===== config.mk =====
export PLATFORM = sky130hd
export DESIGN_NAME = crcsr_top
export DESIGN_NICKNAME = d
export VERILOG_FILES = /design/src/crcsr_pkg.sv /design/src/crcsr_top.sv
export SDC_FILE = /design/constraint.sdc
export NUM_CORES = 1
export LEC_CHECK = 0
export BUFFER_PORTS_ARGS = -buffer_cell sky130_fd_sc_hd__buf_4
export CORE_MARGIN = 2
export CORE_UTILIZATION = 40
export CTS_CLUSTER_SIZE = 12
export DETAILED_ROUTE_END_ITERATION = 6
export HOLD_SLACK_MARGIN = 0.08
export PLACE_DENSITY = 0.64
export SLEW_MARGIN = 20
export SYNTH_ARGS = -nofsm -noshare
export SYNTH_HDL_FRONTEND = slang
export SYNTH_SLANG_ARGS = --single-unit

===== constraint.sdc =====
create_clock -name sys_clk_in -period 8.6 [get_ports sys_clk_in]
set_input_delay 0.86 -clock sys_clk_in [delete_from_list [all_inputs] [get_ports sys_clk_in]]
set_output_delay 0.86 -clock sys_clk_in [all_outputs]
set_load 0.02 [all_outputs]

===== src/crcsr_pkg.sv =====
// constants and types shared by the crc signature readout port
package crcsr_pkg;
  // ==========================================================
  // register map (byte addresses, one 32-bit word each)
  localparam logic [7:0] CTRL_OFS = 8'h00;
  localparam logic [7:0] PRECRC_OFS = 8'h04;
  localparam logic [7:0] STATUS_OFS = 8'h08;
  localparam logic [7:0] SIG_OFS = 8'h0c;
  // ==========================================================
  // control fields
  localparam int CTRL_EN_BIT = 0;
  localparam int CTRL_DIV_LSB = 1;
  localparam int CTRL_DIV_W = 4;
  localparam int CTRL_OD_BIT = 5;
  localparam logic [3:0] DIV_MAX = 4'h8;
  // status fields
  localparam int STAT_FAULT_BIT = 0;
  localparam int STAT_RUN_BIT = 1;
  localparam int STAT_PASS_LSB = 8;
  // ==========================================================
  // reset values
  localparam logic CTRL_EN_RST = 1'b0;
  localparam logic [3:0] CTRL_DIV_RST = 4'h0;
  localparam logic CTRL_OD_RST = 1'b0;
  localparam logic [31:0] PRECRC_RST = 32'h0000_0000;
  localparam logic [31:0] SIG_RST = 32'h0000_0000;
  // ==========================================================
  // timing: detection clock ticks in one checking pass
  localparam logic [15:0] PASS_TICKS = 16'h0040;
  // ==========================================================
  // types
  typedef enum logic [1:0] {
    CRCSR_IDLE = 2'b00,
    CRCSR_RUN = 2'b01
  } crcsr_state_t;
  typedef struct packed {
    logic rclk;
    logic shift_nld;
    logic ld_src;
  } crcsr_rd_t;
  typedef struct packed {
    logic drv;
    logic oe_b;
  } crcsr_pin_t;
endpackage


===== src/crcsr_top.sv =====
// crc signature readout port with detection clock divider and apb registers
//
// Local design decisions: the address map and the APB slave port.
`timescale 1ns/10ps
module crcsr_top
#(
  parameter bit FORCE_OD = 1'b0
)
(
  input wire logic sys_clk_in,
  input wire logic rst_b_in,
  input wire logic psel_in,
  input wire logic penable_in,
  input wire logic pwrite_in,
  input wire logic [7:0] paddr_in,
  input wire logic [31:0] pwdata_in,
  output logic [31:0] prdata_out,
  output logic pready_out,
  output logic pslverr_out,
  input wire crcsr_pkg::crcsr_rd_t rd_in,
  input wire logic [31:0] computed_crc_in,
  output logic regout_out,
  output logic crc_fault_out,
  output crcsr_pkg::crcsr_pin_t fault_pin_out,
  output logic cycle_done_out
);
  import crcsr_pkg::*;

  // ==========================================================
  // state, grouped as the processes below are: register bus, readout
  // shifter, divider, detection passes and error pin
  logic en_r, en_nxt;
  logic [3:0] div_r, div_nxt;
  logic od_r, od_nxt;
  logic [31:0] precrc_r, precrc_nxt;
  logic [31:0] sig_r, sig_nxt;
  logic [31:0] shreg_r, shreg_nxt;
  logic rclk_q_r, rclk_q_nxt;
  logic regout_r, regout_nxt;
  logic [7:0] divcnt_r, divcnt_nxt;
  logic [15:0] tickcnt_r, tickcnt_nxt;
  logic [23:0] passes_r, passes_nxt;
  logic fault_r, fault_nxt;
  logic done_r, done_nxt;
  crcsr_pin_t pin_r, pin_nxt;
  crcsr_state_t st_r, st_nxt;
  logic [31:0] prdata_r, prdata_nxt;
  logic pready_r, pready_nxt;
  logic pslverr_r, pslverr_nxt;
  logic tick;
  logic wr_acc;
  logic hit;
  logic od_eff;

  // divider exponent limited to the largest legal power; larger requests
  // are folded down rather than refused, so checking never stops
  function automatic logic [3:0] clamp_div(input logic [3:0] n);
    return (n > DIV_MAX) ? DIV_MAX : n;
  endfunction

  // mask of low divider bits for 2**n, n clamped to 8
  function automatic logic [7:0] div_mask(input logic [3:0] n);
    logic [8:0] full;
    full = (9'h001 << clamp_div(n)) - 9'h001;
    return full[7:0];
  endfunction

  // decode the four register offsets
  function automatic logic reg_hit(input logic [7:0] a);
    return (a == CTRL_OFS) || (a == PRECRC_OFS) || (a == STATUS_OFS) || (a == SIG_OFS);
  endfunction

  assign od_eff = FORCE_OD | od_r;
  assign tick = ((divcnt_r & div_mask(div_r)) == div_mask(div_r));
  assign hit = reg_hit(paddr_in);
  assign wr_acc = psel_in & penable_in & pready_r & pwrite_in & hit;

  // ==========================================================
  // register bus group: control, precomputed value and the read port
  // read data is latched at setup and shown during the access cycle
  always_comb
  begin
    en_nxt = en_r;
    div_nxt = div_r;
    od_nxt = od_r;
    precrc_nxt = precrc_r;
    prdata_nxt = prdata_r;
    pready_nxt = 1'b0;
    pslverr_nxt = 1'b0;

    // apb: answer in the cycle after setup, zero wait states
    if (psel_in && !penable_in)
    begin
      pready_nxt = 1'b1;
      pslverr_nxt = ~hit;
      prdata_nxt = 32'h0000_0000;
      case (paddr_in)
        CTRL_OFS: prdata_nxt = {26'h0, od_eff, div_r, en_r};
        PRECRC_OFS: prdata_nxt = precrc_r;
        STATUS_OFS: prdata_nxt = {passes_r, 6'h0, (st_r == CRCSR_RUN), fault_r};
        SIG_OFS: prdata_nxt = sig_r;
        default: prdata_nxt = 32'h0000_0000;
      endcase
    end
    if (wr_acc)
    begin
      case (paddr_in)
        CTRL_OFS:
        begin
          en_nxt = pwdata_in[CTRL_EN_BIT];
          div_nxt = clamp_div(pwdata_in[CTRL_DIV_LSB +: CTRL_DIV_W]);
          od_nxt = pwdata_in[CTRL_OD_BIT];
        end
        PRECRC_OFS: precrc_nxt = pwdata_in;
        default: precrc_nxt = precrc_r;
      endcase
    end
  end

  // register bus flops; reset leaves detection switched off
  always_ff @(posedge sys_clk_in)
  begin
    if (!rst_b_in)
    begin
      en_r <= CTRL_EN_RST;
      div_r <= CTRL_DIV_RST;
      od_r <= CTRL_OD_RST;
      precrc_r <= PRECRC_RST;
      prdata_r <= 32'h0000_0000;
      pready_r <= 1'b0;
      pslverr_r <= 1'b0;
    end
    else
    begin
      en_r <= en_nxt;
      div_r <= div_nxt;
      od_r <= od_nxt;
      precrc_r <= precrc_nxt;
      prdata_r <= prdata_nxt;
      pready_r <= pready_nxt;
      pslverr_r <= pslverr_nxt;
    end
  end

  // ==========================================================
  // readout group: the user clock is sampled, never used as a clock, so
  // the shifter stays in the oscillator domain; the user clock must stay
  // high and low for a full system cycle each, or edges are lost
  always_comb
  begin
    shreg_nxt = shreg_r;
    regout_nxt = regout_r;
    rclk_q_nxt = rd_in.rclk;

    // readout shifter acts only on a rising readout clock edge
    if (rd_in.rclk && !rclk_q_r)
    begin
      if (rd_in.shift_nld)
      begin
        shreg_nxt = {1'b0, shreg_r[31:1]};
        regout_nxt = shreg_r[1];
      end
      else
      begin
        shreg_nxt = rd_in.ld_src ? sig_r : precrc_r;
        regout_nxt = rd_in.ld_src ? sig_r[0] : precrc_r[0];
      end
    end
  end

  // readout flops; the detector starts low, so a user clock that is
  // already high when reset ends is taken as one rising edge
  always_ff @(posedge sys_clk_in)
  begin
    if (!rst_b_in)
    begin
      shreg_r <= 32'h0000_0000;
      regout_r <= 1'b0;
      rclk_q_r <= 1'b0;
    end
    else
    begin
      shreg_r <= shreg_nxt;
      regout_r <= regout_nxt;
      rclk_q_r <= rclk_q_nxt;
    end
  end

  // ==========================================================
  // divider group: free-running count of oscillator cycles; the count is
  // not restarted on a divisor change, so the first tick after it may
  // come early
  always_comb
  begin
    divcnt_nxt = tick ? 8'h00 : divcnt_r + 8'h01;
  end

  // divider flops
  always_ff @(posedge sys_clk_in)
  begin
    if (!rst_b_in)
    begin
      divcnt_r <= 8'h00;
    end
    else
    begin
      divcnt_r <= divcnt_nxt;
    end
  end

  // ==========================================================
  // detection group: passes paced by detection ticks; signature, fault
  // and, only with FORCE_OD set, the completion pulse all change on the same
  // pass-end edge, so a reader never sees a fault without the signature that explains it
  always_comb
  begin
    tickcnt_nxt = tickcnt_r;
    passes_nxt = passes_r;
    fault_nxt = fault_r;
    done_nxt = 1'b0;
    sig_nxt = sig_r;
    st_nxt = st_r;

    // checking passes, paced by detection ticks
    case (st_r)
      CRCSR_IDLE:
      begin
        // pass counter restarts so the first pass is full length
        tickcnt_nxt = 16'h0000;
        if (en_r)
          st_nxt = CRCSR_RUN;
      end
      CRCSR_RUN:
      begin
        // enable cleared mid-pass: the cut pass is dropped, fault cleared
        if (!en_r)
        begin
          st_nxt = CRCSR_IDLE;
          fault_nxt = 1'b0;
        end
        else if (tick)
        begin
          if (tickcnt_r == PASS_TICKS - 16'h0001)
          begin
            tickcnt_nxt = 16'h0000;
            sig_nxt = computed_crc_in ^ precrc_r;
            fault_nxt = (computed_crc_in != precrc_r);
            done_nxt = FORCE_OD;
            passes_nxt = passes_r + 24'h000001;
          end
          else
            tickcnt_nxt = tickcnt_r + 16'h0001;
        end
      end
      default: st_nxt = CRCSR_IDLE;
    endcase
  end

  // detection flops
  always_ff @(posedge sys_clk_in)
  begin
    if (!rst_b_in)
    begin
      sig_r <= SIG_RST;
      tickcnt_r <= 16'h0000;
      passes_r <= 24'h000000;
      fault_r <= 1'b0;
      done_r <= 1'b0;
      st_r <= CRCSR_IDLE;
    end
    else
    begin
      sig_r <= sig_nxt;
      tickcnt_r <= tickcnt_nxt;
      passes_r <= passes_nxt;
      fault_r <= fault_nxt;
      done_r <= done_nxt;
      st_r <= st_nxt;
    end
  end

  // ==========================================================
  // pin group: follows the next fault value so pin and fault flop
  // change on the same edge and never disagree for a cycle
  always_comb
  begin
    pin_nxt = pin_r;

    // error pin: open-drain releases for high, push-pull drives both
    if (!en_r)
    begin
      pin_nxt.drv = 1'b0;
      pin_nxt.oe_b = 1'b1;
    end
    else if (od_eff)
    begin
      pin_nxt.drv = 1'b0;
      pin_nxt.oe_b = fault_nxt;
    end
    else
    begin
      pin_nxt.drv = fault_nxt;
      pin_nxt.oe_b = 1'b0;
    end
  end

  // pin flops; reset releases the pin so nothing is driven before enable
  always_ff @(posedge sys_clk_in)
  begin
    if (!rst_b_in)
    begin
      pin_r <= '{drv: 1'b0, oe_b: 1'b1};
    end
    else
    begin
      pin_r <= pin_nxt;
    end
  end

  // outputs straight from flip-flops; fault timed by oscillator only
  assign prdata_out = prdata_r;
  assign pready_out = pready_r;
  assign pslverr_out = pslverr_r;
  assign regout_out = regout_r;
  assign crc_fault_out = fault_r;
  assign fault_pin_out = pin_r;
  assign cycle_done_out = done_r;
endmodule

Word level (Yosys, flattened, before mapping) --
Cells that the tools add are included. W data, S select, Z words.
Word-level totals: output and inout bits 39, register bits 191, word-level logic and storage cells 84, bits of input ports 80
Operators by class: shift-type cells 1, reductions and logical operators 19, bitwise logic cells 9, add/sub/neg operators 4, equality and inequality tests 11, mux-type cells 20, order comparisons 2
Operators by type and width (count):
- $pmux W32 S4 | 1
- $mux W32 | 2
- $mux W16 | 3
- $ne A32 B32 Y1 | 1
- $pmux W16 S2 | 1
- $xor A32 B32 Y32 | 1
- $add A24 B1 Y24 const B | 1
- $add A16 B1 Y16 const B | 1
- $eq A16 B6 Y1 const B | 1
- $eq A8 B4 Y1 const B | 2
- $reduce_and A2 Y1 | 5
- $add A8 B1 Y8 const B | 1
- $and A8 B8 Y8 | 1
- $eq A8 B3 Y1 const B | 1
- $eq A8 B8 Y1 | 1
- $gt A4 B4 Y1 const B | 2
- $logic_not A8 Y1 | 1
- $mux W1 | 8
- $mux W4 | 2
- $ne A2 B2 Y1 const B | 4
- $shl A1 B4 Y8 const A | 1
- $sub A8 B1 Y8 const B | 1
- $and A1 B1 Y1 | 4
- $mux W2 | 2
- other kinds (12) | 18

Longest topological paths before layout --
Gate-level depths: netlist of the first run.
word-level depth 10, depth in mapped cells 11, depth with buffers taken out 9

Least setup slack after synthesis of the first run --
Ideal clock, no wire load.
kind reg-to-reg, start register div_r[1], end register tickcnt_r[7], library setup time 0.066 ns, buffers on the path 1, clock period less this slack 2.726 ns, arrival time 2.660 ns, stages on the path, launching flop included 10, setup slack 5.874 ns, data required time 8.534 ns, cell sequence dfxtp_1 > or4_4 > ha_1 > and2_1 > o211ai_1 > a21o_1 > a21oi_4 > buf_6 > or4_4 > a21oi_2
Between the ends: word-level cells in the longest chain between the ends 8
RTL lines:
- start, declared | RTL line crcsr_top.sv:33 | logic [3:0] div_r, div_nxt;
- start signal, assigned | RTL line crcsr_top.sv:136 | div_r <= div_nxt;
- $gt A4 B4 Y1 | RTL line crcsr_top.sv:58 | return (n > DIV_MAX) ? DIV_MAX : n;
- $mux W4 * | RTL line crcsr_top.sv:58
- $shl A1 B4 Y8 * | RTL line crcsr_top.sv:64 | full = (9'h001 << clamp_div(n)) - 9'h001;
- $sub A8 B1 Y8 * | RTL line crcsr_top.sv:64
- $and A8 B8 Y8 | RTL line crcsr_top.sv:74 | assign tick = ((divcnt_r & div_mask(div_r)) == div_mask(div_r));
- $eq A8 B8 Y1 * | RTL line crcsr_top.sv:74
- $ne A2 B2 Y1 (no source line) *
- $reduce_and A3 Y1 (no source line) *
- end signal, assigned | RTL line crcsr_top.sv:274 | tickcnt_r <= tickcnt_nxt;
- end, declared | RTL line crcsr_top.sv:41 | logic [15:0] tickcnt_r, tickcnt_nxt;
Every way passes the cells marked *; elsewhere a longest branch is shown, timed or not. A chain may end at the register's enable or synchronous reset.

Final worst setup path of the first run --
start register div_r[1], end register sig_r[8]
Between the ends: word-level cells in the longest chain between the ends 7
RTL lines:
- $gt A4 B4 Y1 | RTL line crcsr_top.sv:58
- $mux W4 * | RTL line crcsr_top.sv:58
- $shl A1 B4 Y8 * | RTL line crcsr_top.sv:64
- $sub A8 B1 Y8 * | RTL line crcsr_top.sv:64
- $and A8 B8 Y8 | RTL line crcsr_top.sv:74
- $eq A8 B8 Y1 * | RTL line crcsr_top.sv:74
- $reduce_and A4 Y1 (no source line) *
- end signal, assigned | RTL line crcsr_top.sv:273 | sig_r <= sig_nxt;
- end, declared | RTL line crcsr_top.sv:36 | logic [31:0] sig_r, sig_nxt;
Marked as above.

==> key figures, run 1 <==
Power and ir drop
  • Peak supply drop: ~120 uV
  • Switching part of the total power: 23.28%
  • Power share of the clock group: 44.7%
  • Combinational Power Share: approximately 6.5%
  • Pwr Density: around 170 nW/um^2
  • Reg power frac: 48.8%
  • P_sw: about 420 uW
  • Cell internal pwr: 1.388 mW
  • Leakage power: 3.757 nW

STA
  • Worst hold slack: 0.4890 ns
  • Worst Max-Slew Pin Slew: a little under 0.9 ns
  • Final setup margin: 5.349 ns
  • Final Hold Vio Count: 0
  • F_max: 307.6 MHz
  • Period utilization: 37.80%
  • Final slew viol count: 0
  • RSZ-0062 raised after global routing: false
  • TNS Setup: 0 ns
  • Final Setup Violations: 0
  • Clock Skew: 0.01260 ns
  • Fin crit period: about 3.3 ns
  • Slew HR: about 41%

Clocking
  • TritonCTS buffer count: 17
  • Setup bufs post-CTS: 0
  • CTS tree: yes
  • Clock Latency Late Sink: 0.44 ns
  • Post_cts resized: 0
  • H-tree levels: 4
  • Clk buf depth: 2
  • Root Driver: clkbuf_16
  • Clock transition at path regs: ~0.070 ns
  • CTS Sinks: between 150 and 200
  • CTS Hold Bufs: 0

Detailed routing
  • # DRC: 0
  • Drt pass-1 iters: 5
  • Vias: 8112
  • Vias per std cell: 5.587
  • Wire per inst: between 15 and 20 um
  • Starting DRC count in detailed routing: 585
  • Antenna viol nets, final: 0
  • WL final: 25230 um

Yosys
  • Syn avg cell area: 8.328 sq um
  • Warnings, synthesis: 0
  • FF+latch count, synth: 189
  • Synth area leaders: dfxtp_1 (42%), nor2_1 (7.9%), a21oi_1 (7.3%)
  • Seq/Total Area, Yosys: 41.57%
  • Yosys top cell by area: dfxtp_1
  • Cell Area, Synth: 9102 sq um
  • Share of the synthesized area in the top cell type: 41.57%
  • Distinct cells, synth: 60
  • Post-Syn Nets: 1179
  • Async set or reset register ratio after synthesis: 0%
  • Library cell with the highest instance count after synthesis: nor2_1
  • Commonest cells post-synth: nor2_1 (192), dfxtp_1 (189), a21oi_1 (133)
  • Ys flop type: dfxtp_1
  • EDFF count, synth: 0
  • Post-synthesis cell count: between 1k and 1.5k

Hold path
  • Hold path depth: 2
  • Hold endpoint: shreg_r[21]
  • HP Class: reg -> reg
  • Hold path startpoint: shreg_r[21]

Floorplan
  • Initial core utilization: 40.45%
  • Core area: between 20000 and 25000 sq um
  • Die Area: about 24000 sq um
  • Die Width: ~150 um
  • Ports: 119
  • Die Y: approximately 150 um
  • Rows: 55

GRT
  • First-pass GRT wire length: ~40000 um
  • Overall Global Routing Usage: 21.28%
  • Total grt overflow: 0
  • Largest net degree at the start of global routing: 112
  • Vias in the first global route: 7450
  • Initial antenna violation count: 0

Run status
  • Outcome: complete, no violations

Critical path
  • R2R depth: 8
  • RR Startpoint: div_r[1]
  • Worst Setup SP: div_r[1]
  • Critical path fanouts, max: 66
  • Worst R2R Setup Slack: 5.35 ns
  • Critical path capture point type: flop
  • Crit start category: flop
  • CP Class: reg -> reg
  • CP Data Arrival Time: 3.57 ns
  • R2r endpoint: sig_r[8]
  • Worst EP required: 8.92 ns

Layout
  • NumNets Final: 1240
  • Util after Layout: about 47%
  • Ant diodes: 0
  • Share of layout cells above drive strength 1: 17.31%
  • Fin cells: 1452
  • # fillers: 2180
  • Synthesis-to-finish area growth: 17.18%

Placed design
  • Port Buffers: 117
  • GPL Wtd Cong: 0.8302
  • Pre-CTS setup slack: 5.100 ns
  • Post-DP HPWL: between 15000 and 20000 um
  • Cells after DPL: 1420

Job
  • # Max-Cap Violations: 0
[placed cells by master (no fill, tap or decap), drive strengths merged, types with 7 or more instances in the layout]
master / n
a211oi: 32
a21oi: 135
a22o: 28
a22oi: 31
and3: 11
buf: 124
clkbuf: 23
dfxtp: 189
inv: 14
mux2: 28
mux2i: 38
nand2: 88
nand3: 25
nand4: 22
nor2: 192
nor3: 9
o211ai: 7
o21ai: 19
o31ai: 15
or3: 20
or4: 20
xnor2: 34
[worst max-delay path by stage]
| stage | depth (start not counted) | slack (ns) | end |
|---|---|---|---|
| 2_1_floorplan | 9 | 5.87 | tickcnt_r[7] |
| 3_5_place_dp | 8 | 5.10 | sig_r[21] |
| 5_1_grt | 8 | 5.15 | sig_r[8] |
| 6_report | 8 | 5.35 | sig_r[8] |
| 3_3_place_gp | 8 | 5.16 | passes_r[23] |
| 4_1_cts | 8 | 4.94 | sig_r[8] |
[cells by family (layout without fill, tap and decap cells)]
kind of cell	after synthesis	after routing	synth area share (%)
multiplexers	68	68	8.137
flip-flops	189	189	41.57
XOR/XNOR	40	40	3.849
AO/OA/AOI/OAI	279	279	19.85
adder cells (fa/ha/maj)	6	6	0.8247
AND/OR/NAND/NOR	415	415	21.50
buffers and inverters	95	169	4.234
other	1	1	0.04120
[worst max-delay path, cell delays in order (launching register included)]
cell and delay [ns]:
dfxtp_1 0.38, or4_4 0.59, ha_1 0.26, and2_1 0.18, o211ai_1 0.21, a21o_1 0.34
and4_4 0.75, nor2_1 0.10, a211oi_1 0.31
[final cells by class]
class | count | area (sq um) | share of cell area, %
Clock buffer | 23 | 457.9 | 4.293
Clock inverter | 9 | 136.4 | 1.279
Inverter | 13 | 51.30 | 0.4809
Multi-Input combinational cell | 809 | 4946 | 46.37
Sequential cell | 189 | 3784 | 35.47
Tap cell | 285 | 356.6 | 3.343
Timing Repair Buffer | 124 | 934.6 | 8.762
[stage by stage]
stage / cell area [sq um] / power (mW)
3_5_place_dp: 10070 / 1.020
4_1_cts: 10660 / 1.826
3_3_place_gp: 10070 / 1.020
5_1_grt: 10670 / 1.871
6_report: 10670 / 1.809
2_1_floorplan: 9102 / 0.9685
[power by group through the flow]
stage | clock network (mW) | logic, mW | registers (mW)
CTS | 0.825 | 0.118 | 0.883
global route | 0.861 | 0.127 | 0.883
detailed placement | 0 | 0.117 | 0.903
global placement | 0 | 0.117 | 0.903
finish | 0.809 | 0.117 | 0.883
floorplan | 0 | 0.0672 | 0.901
[flip-flops by register name, indices dropped and copies added (netlist names)]
register,flops
tickcnt_r,16
sig_r,32
div_r,4
pready_out,1
od_eff,1
shreg_r,32
fault_pin_out,2
crc_fault_out,1
precrc_r,32
divcnt_r,8
prdata_out,32
rclk_q_r,1
en_r,1
st_r,1
pslverr_out,1
passes_r,24
[metal layers]
layer | GRT usage (%) | routed length (um) | vias to the layer above
li1 | - | - | 4024
met1 | 29.20 | 11560 | 3876
met2 | 34.27 | 11940 | 180
met3 | 4.067 | 1253 | 32
met4 | 6.129 | 470 | 0
met5 | 0 | 0 | -
Power figures use the tool's default switching activity.
==> run 2, diff against run 1 <==
==> constraint.sdc (replaced) <==
create_clock -name sys_clk_in -period 3.1 [get_ports sys_clk_in]
set_input_delay 0.31 -clock sys_clk_in [delete_from_list [all_inputs] [get_ports sys_clk_in]]
set_output_delay 0.31 -clock sys_clk_in [all_outputs]
set_load 0.02 [all_outputs]
==> run 2 against run 1 <==
  * Fmax rose by 13%
  * Routed wire length rose by 0.13%
  * Critical endpoint is now passes_r[21]
  * Final cell count rose by 0.55%
  * Register-to-register slack got worse by 5.1 ns
==> key figures, run 2 (synthesis results as in run 1) <==
Run status
  • Outcome: complete, no violations

Detailed routing
  • Wire per inst: 17.30 um (-0.42%)
  • Antenna viol nets, final: 0 (unchanged)
  • Vias per std cell: 5.534 (-0.94%)
  • # DRC: 0 (unchanged)
  • Vias: 8080 (-0.39%)
  • Drt pass-1 iters: 5 (unchanged)
  • Starting DRC count in detailed routing: 710 (+21%)
  • WL final: 25260 um (+0.13%)

Critical path
  • Crit-path max cell delay: 0.56 ns (-0.19 ns)
  • Worst R2R Setup Slack: 0.22 ns (-5.13 ns)
  • Worst EP required: 3.46 ns (-5.46 ns)
  • Critical path capture point type: flop
  • Crit start category: flop
  • R2r endpoint: passes_r[21]
  • Critical path fanouts, max: 9 (-86%)
  • RR Startpoint: div_r[1]
  • Slowest-stage cell, CP: or4_4
  • R2R depth: 8 (unchanged)
  • CP Data Arrival Time: 3.24 ns (-0.33 ns)
  • CP top delay family: simple AND/OR/NAND/NOR gates
  • Buffers and inverters on the worst path: 0 (unchanged)
  • Worst-path cell chain: or4_4 > ha_1 > and2_1 > o211ai_1 > a21o_1 > nand4_2 > or4_1 > a21oi_1
  • CP Class: reg -> reg

Floorplan
  • Die Y: 154.9 um (unchanged)
  • Rows: 55 (unchanged)
  • Core area: 22500 sq um (unchanged)
  • Initial core utilization: 40.45% (unchanged)
  • Ports: 119 (unchanged)
  • Die Width: 154.9 um (unchanged)
  • Die Area: 23980 sq um (unchanged)

Power and ir drop
  • P_sw: 1.216 mW (+190%)
  • Cell internal pwr: 3.738 mW (+170%)
  • Leakage power: 3.804 nW (+1.2%)
  • Peak supply drop: 272.1 uV (+140%)
  • Power share of the clock group: 43.9% (-0.8 points)
  • Reg power frac: 49.4% (+0.6 points)
  • Switching part of the total power: 24.55% (+1.3 points)
  • Combinational Power Share: 6.7% (+0.2 points)
  • Pwr Density: 461.4 nW/um^2 (+170%)

STA
  • Final Hold Vio Count: 0 (unchanged)
  • F_max: 347.4 MHz (+13%)
  • Worst hold slack: 0.1142 ns (-0.3748 ns)
  • Fin crit period: 2.879 ns (-0.3721 ns)
  • Final slew viol count: 0 (unchanged)
  • Worst Max-Slew Pin Slew: 0.8833 ns (+0.01108 ns)
  • Slew HR: 41.12% (-0.20 points)
  • Clock Skew: 0.007867 ns (-0.004736 ns)
  • Final Setup Violations: 0 (unchanged)
  • TNS Setup: 0 ns (unchanged)
  • RSZ-0062 raised after global routing: false
  • Period utilization: 92.86% (+55 points)

Clocking
  • CTS tree: yes
  • Post_cts resized: 0 (unchanged)
  • CTS Hold Bufs: 0 (unchanged)
  • CTS Sinks: 189 (unchanged)
  • Root Driver: clkbuf_16
  • Clk buf depth: 2 (unchanged)
  • H-tree levels: 4 (unchanged)
  • Clock Latency Late Sink: 0.44 ns (about the same)
  • TritonCTS buffer count: 17 (unchanged)
  • Clock transition at path regs: 0.07 ns (about the same)
  • Setup bufs post-CTS: 0 (unchanged)

Placed design
  • GPL Wtd Cong: 0.8621 (+3.8%)
  • Post-DP HPWL: 17490 um (-0.78%)
  • Port Buffers: 117 (unchanged)

Hold path
  • Hold endpoint: precrc_r[11]
  • Hold path depth: 3 (+1)
  • Hold path startpoint: pwdata_in[11]
  • HP Class: in -> reg

Layout
  • NumNets Final: 1248 (+0.65%)
  • Synthesis-to-finish area growth: 17.94%
  • Ant diodes: 0 (unchanged)
  • Share of layout cells above drive strength 1: 18.30% (+0.99 points)
  • Most frequent cells in the layout: nor2_1 (191), dfxtp_1 (189), a21oi_1 (133)
  • Commonest non-fill, non-tap cell in the layout: nor2_1

GRT
  • Total grt overflow: 0 (unchanged)
  • Largest net degree at the start of global routing: 84 (-25%)
  • Vias in the first global route: 7186 (-3.5%)
  • Overall Global Routing Usage: 20.94% (-0.34 points)
  • First-pass GRT wire length: 39530 um (-2.1%)
  • Initial antenna violation count: 0 (unchanged)

Job
  • # Max-Cap Violations: 0 (unchanged)
[run 2: cell count changes in the layout (fill, tap and decap cells not counted), sizes merged]
| cell | delta |
|---|---|
| buf | +8 |
| clkbuf | -3 |
| inv | +2 |
| clkinvlp | +1 |
| clkinv | +2 |
| bufinv | -2 |
[run 2: how the worst max path moves through the flow]
stage | start | to | slack, ns | depth (start not counted)
3_5_place_dp | div_r[1] | passes_r[12] | 0.23 | 9
4_1_cts | div_r[1] | passes_r[12] | 0.22 | 9
6_report | div_r[1] | passes_r[21] | 0.22 | 8
2_1_floorplan | div_r[1] | tickcnt_r[7] | 0.37 | 9
3_3_place_gp | div_r[1] | passes_r[9] | 0.29 | 9
5_1_grt | div_r[1] | tickcnt_r[11] | 0.04 | 9
[run 2: area by class of cell]
class,count,area (sq um)
Timing Repair Buffer,132,1016
Tap cell,285,356.6
Clock buffer,20,466.7
Clock inverter,12,111.4
Multi-Input combinational cell,809,4950
Inverter,13,51.30
Sequential cell,189,3784
Fill cell,2156,11770
[run 2: power groups by stage]
| stage | clock [mW] | combinational [mW] | sequential (mW) |
|---|---|---|---|
| after global routing | 2.31 | 0.356 | 2.45 |
| after global placement | 0 | 0.331 | 2.50 |
| after CTS | 2.19 | 0.332 | 2.45 |
| after detailed placement | 0 | 0.331 | 2.50 |
| after floorplan | 0 | 0.186 | 2.50 |
| final | 2.17 | 0.331 | 2.45 |
[run 2: layer usage]
layer	GRT usage [%]	up-vias	wire length, um
li1	-	4052	-
met1	29.24	3854	12180
met2	33.16	151	11720
met3	3.955	23	914
met4	5.996	0	446
met5	0	-	0
[run 2: worst register-to-register path, delay by kind of cell, from the launching register on]
family	cells	cell delay, ns
AND/OR/NAND/NOR	4	1.53
AO/OA/AOI/OAI	3	0.70
adder cells (fa/ha/maj)	1	0.26
flip-flops	1	0.31
[run 2: metrics by stage]
stage          instances  util (%)  area, sq um  worst slack, ns  total power, mW
2_1_floorplan       1093         -         9102           0.3739            2.687
3_3_place_gp        1428     45.12        10150           0.2852            2.836
3_5_place_dp        1428     45.12        10150           0.2348            2.835
4_1_cts             1460     47.68        10730           0.2170            4.974
5_1_grt             1460     47.71        10740          0.03575            5.109
6_report            1460     47.71        10740           0.2215            4.954
==> run 3, diff against run 2 <==
--- a/config.mk
+++ b/config.mk
@@ -6,12 +6,14 @@
 export NUM_CORES = 1
 export LEC_CHECK = 0
 export BUFFER_PORTS_ARGS = -buffer_cell sky130_fd_sc_hd__buf_4
+export CELL_PAD_IN_SITES_DETAIL_PLACEMENT = 0
+export CELL_PAD_IN_SITES_GLOBAL_PLACEMENT = 1
 export CORE_MARGIN = 2
 export CORE_UTILIZATION = 40
 export CTS_CLUSTER_SIZE = 12
 export DETAILED_ROUTE_END_ITERATION = 6
 export HOLD_SLACK_MARGIN = 0.08
-export PLACE_DENSITY = 0.64
+export PLACE_DENSITY = 0.8
 export SLEW_MARGIN = 20
 export SYNTH_ARGS = -nofsm -noshare
 export SYNTH_HDL_FRONTEND = slang
==> constraint.sdc (replaced) <==
create_clock -name sys_clk_in -period 3.1 [get_ports sys_clk_in]
set_input_delay 0.465 -clock sys_clk_in [delete_from_list [all_inputs] [get_ports sys_clk_in]]
set_output_delay 0.465 -clock sys_clk_in [all_outputs]
set_load 0.02 [all_outputs]
==> run 3 against run 2 <==
  * Final cell count is essentially flat
  * Clock power grew 8%
  * Routed wire length grew 1.1%
  * Via count shrank 0.89%
  * Sequential power is essentially flat
  * Sequential cell count is the same
  * Non-clock buffer count grew 2
  * Power grew 3.6%
  * Setup slack lost 0.034 ns
  * Die area is the same
  * Hold slack gained 0.16 ns
==> key figures, run 3 (synthesis results as in run 1) <==
Floorplan
  • Die Width: 154.9 um (unchanged)
  • Die Y: 154.9 um (unchanged)
  • Rows: 55 (unchanged)
  • Ports: 119 (unchanged)
  • Core area: 22500 sq um (unchanged)
  • Initial core utilization: 40.45% (unchanged)
  • Die Area: 23980 sq um (unchanged)

Power and ir drop
  • Pwr Density: 475.1 nW/um^2 (+3.0%)
  • Peak supply drop: 354.0 uV (+30%)
  • Total power: 5.134 mW (+3.6%)
  • Leakage power: 3.830 nW (+0.68%)

Clocking
  • Clock Latency Late Sink: 0.43 ns (about the same)
  • H-tree levels: 4 (unchanged)
  • CTS tree: yes
  • Setup bufs post-CTS: 0 (unchanged)
  • CTS Sinks: 189 (unchanged)
  • Root Driver: clkbuf_16
  • Clk buf depth: 2 (unchanged)
  • Clock transition at path regs: 0.07 ns (about the same)
  • TritonCTS buffer count: 17 (unchanged)

Layout
  • Multi-input gate area: 4951 sq um (about the same)
  • Ant diodes: 0 (unchanged)
  • Post-Layout Inst Area: 10810 sq um (+0.66%)
  • # fillers: 2205 (+2.3%)
  • Most frequent cells in the layout: nor2_1 (191), dfxtp_1 (189), a21oi_1 (133)
  • Synthesis-to-finish area growth: 18.72%
  • FF/Latch Area: 3784 sq um (unchanged)
  • NumNets Final: 1250 (+0.16%)
  • Commonest non-fill, non-tap cell in the layout: nor2_1
  • Share of layout cells above drive strength 1: 18.45% (+0.15 points)

Critical path
  • R2R depth: 9 (+1)
  • CP Data Arrival Time: 3.22 ns (-0.02 ns)
  • CP Class: reg -> reg
  • Worst EP required: 3.41 ns (-0.05 ns)
  • Crit-path max cell delay: 0.59 ns (+0.03 ns)
  • Worst-path cell chain: or4_4 > ha_1 > nor2b_1 > mux2i_1 > o211ai_1 > nor3_2 > a2bb2oi_2 > buf_4 > a21oi_1
  • Critical path fanouts, max: 8 (-1)
  • Slowest-stage cell, CP: or4_4
  • Crit start category: flop
  • Critical path capture point type: flop

GRT
  • Most Used Layer, Global Route: met2
  • Met3 GRT Util: 4.095% (+0.14 points)
  • Largest net degree at the start of global routing: 116 (+38%)
  • Vias in the first global route: 7295 (+1.5%)
  • Initial antenna violation count: 0 (unchanged)
  • First-pass GRT wire length: 40360 um (+2.1%)
  • Overall Global Routing Usage: 21.27% (+0.33 points)
  • Met1 usage: 30.18% (+0.94 points)
  • Total grt overflow: 0 (unchanged)
  • Grt met2 use: 33.67% (+0.51 points)

Hold path
  • Hold path depth: 3 (unchanged)
  • HP Class: in -> reg

Detailed routing
  • Vias per std cell: 5.481 (-0.96%)
  • Wire per inst: 17.48 um (+1.0%)
  • Vias: 8008 (-0.89%)
  • Drt pass-1 iters: 6 (+1)
  • # DRC: 0 (unchanged)
  • Antenna viol nets, final: 0 (unchanged)
  • WL final: 25530 um (+1.1%)
  • Starting DRC count in detailed routing: 649 (-8.6%)

STA
  • Period utilization: 93.96% (+1.1 points)
  • Final Setup Violations: 0 (unchanged)
  • Clock Skew: 0.009443 ns (+0.001577 ns)
  • Final setup margin: 0.1874 ns (-0.03409 ns)
  • RSZ-0062 raised after global routing: false
  • Final slew viol count: 0 (unchanged)
  • Worst Max-Slew Pin Slew: 0.6485 ns (-0.2347 ns)
  • TNS Setup: 0 ns (unchanged)
  • Fin crit period: 2.913 ns (+0.03409 ns)
  • Slew HR: 56.76% (+16 points)
  • F_max: 343.3 MHz (-1.2%)
  • Final Hold Vio Count: 0 (unchanged)

Placed design
  • Post-Place Cell Area: 10170 sq um (+0.15%)
  • Port Buffers: 117 (unchanged)
  • Pre-CTS setup slack: 0.1460 ns (-0.08886 ns)
  • Post-DP HPWL: 17780 um (+1.7%)
  • GPL Wtd Cong: 0.8115 (-5.9%)

Run status
  • Outcome: complete, no violations

Job
  • # Max-Cap Violations: 0 (unchanged)
==> run 3: worst max-delay path, delay by kind of cell, from the launching register on <==
family / cells / cell delay [ns]
AND/OR/NAND/NOR: 3 / 1.06
AO/OA/AOI/OAI: 3 / 0.63
flip-flops: 1 / 0.39
adder cells (fa/ha/maj): 1 / 0.26
multiplexers: 1 / 0.23
buffers and inverters: 1 / 0.22
==> run 3: power by group <==
group          total (mW)  internal, mW  switching (mW)
sequential           2.45          2.43          0.0170
combinational       0.340         0.131           0.209
clock                2.34          1.37           0.969
==> run 3: repair_timing <==
item | CTS | global route
resized for setup | 0 | 2
hold endpoints to repair | 0 | 0
endpoints found under the setup margin | 0 | 29
hold buffers | 0 | 0
==> run 3: area by class of cell <==
cell class / count / share of cell area, %
Sequential cell: 189 / 35.01
Multi-Input combinational cell: 809 / 45.81
Inverter: 13 / 0.4747
Clock buffer: 18 / 4.064
Tap cell: 285 / 3.300
Timing Repair Buffer: 134 / 9.575
Clock inverter: 13 / 1.760
==> run 3: path summary, 6_finish.rpt <==
path / startpoint / slack, ns / endpoint
setup reg to reg: div_r[1] / 0.19 / tickcnt_r[14]
hold / removal: pwdata_in[13] / 0.28 / precrc_r[13]
setup / recovery: div_r[1] / 0.19 / tickcnt_r[14]
hold reg to reg: passes_r[23] / 0.48 / passes_r[23]
==> run 3: routing by layer <==
layer	wire [um]	part of all wire, %	up-vias
met3	1328	5.2	20
met5	0	0	-
met1	12140	48	3791
met2	11770	46	146
li1	-	-	4051
met4	295	1.2	0
==> run 3: per-stage QoR <==
stage / util [%] / cells / hold WS [ns]
detailed placement: 45.18 / 1430 / 0.4724
floorplan: - / 1093 / 0.4463
finish: 48.02 / 1461 / 0.2772
global route: 48.02 / 1461 / 0.2656
global placement: 45.18 / 1430 / 0.4647
CTS: 47.98 / 1461 / 0.2666
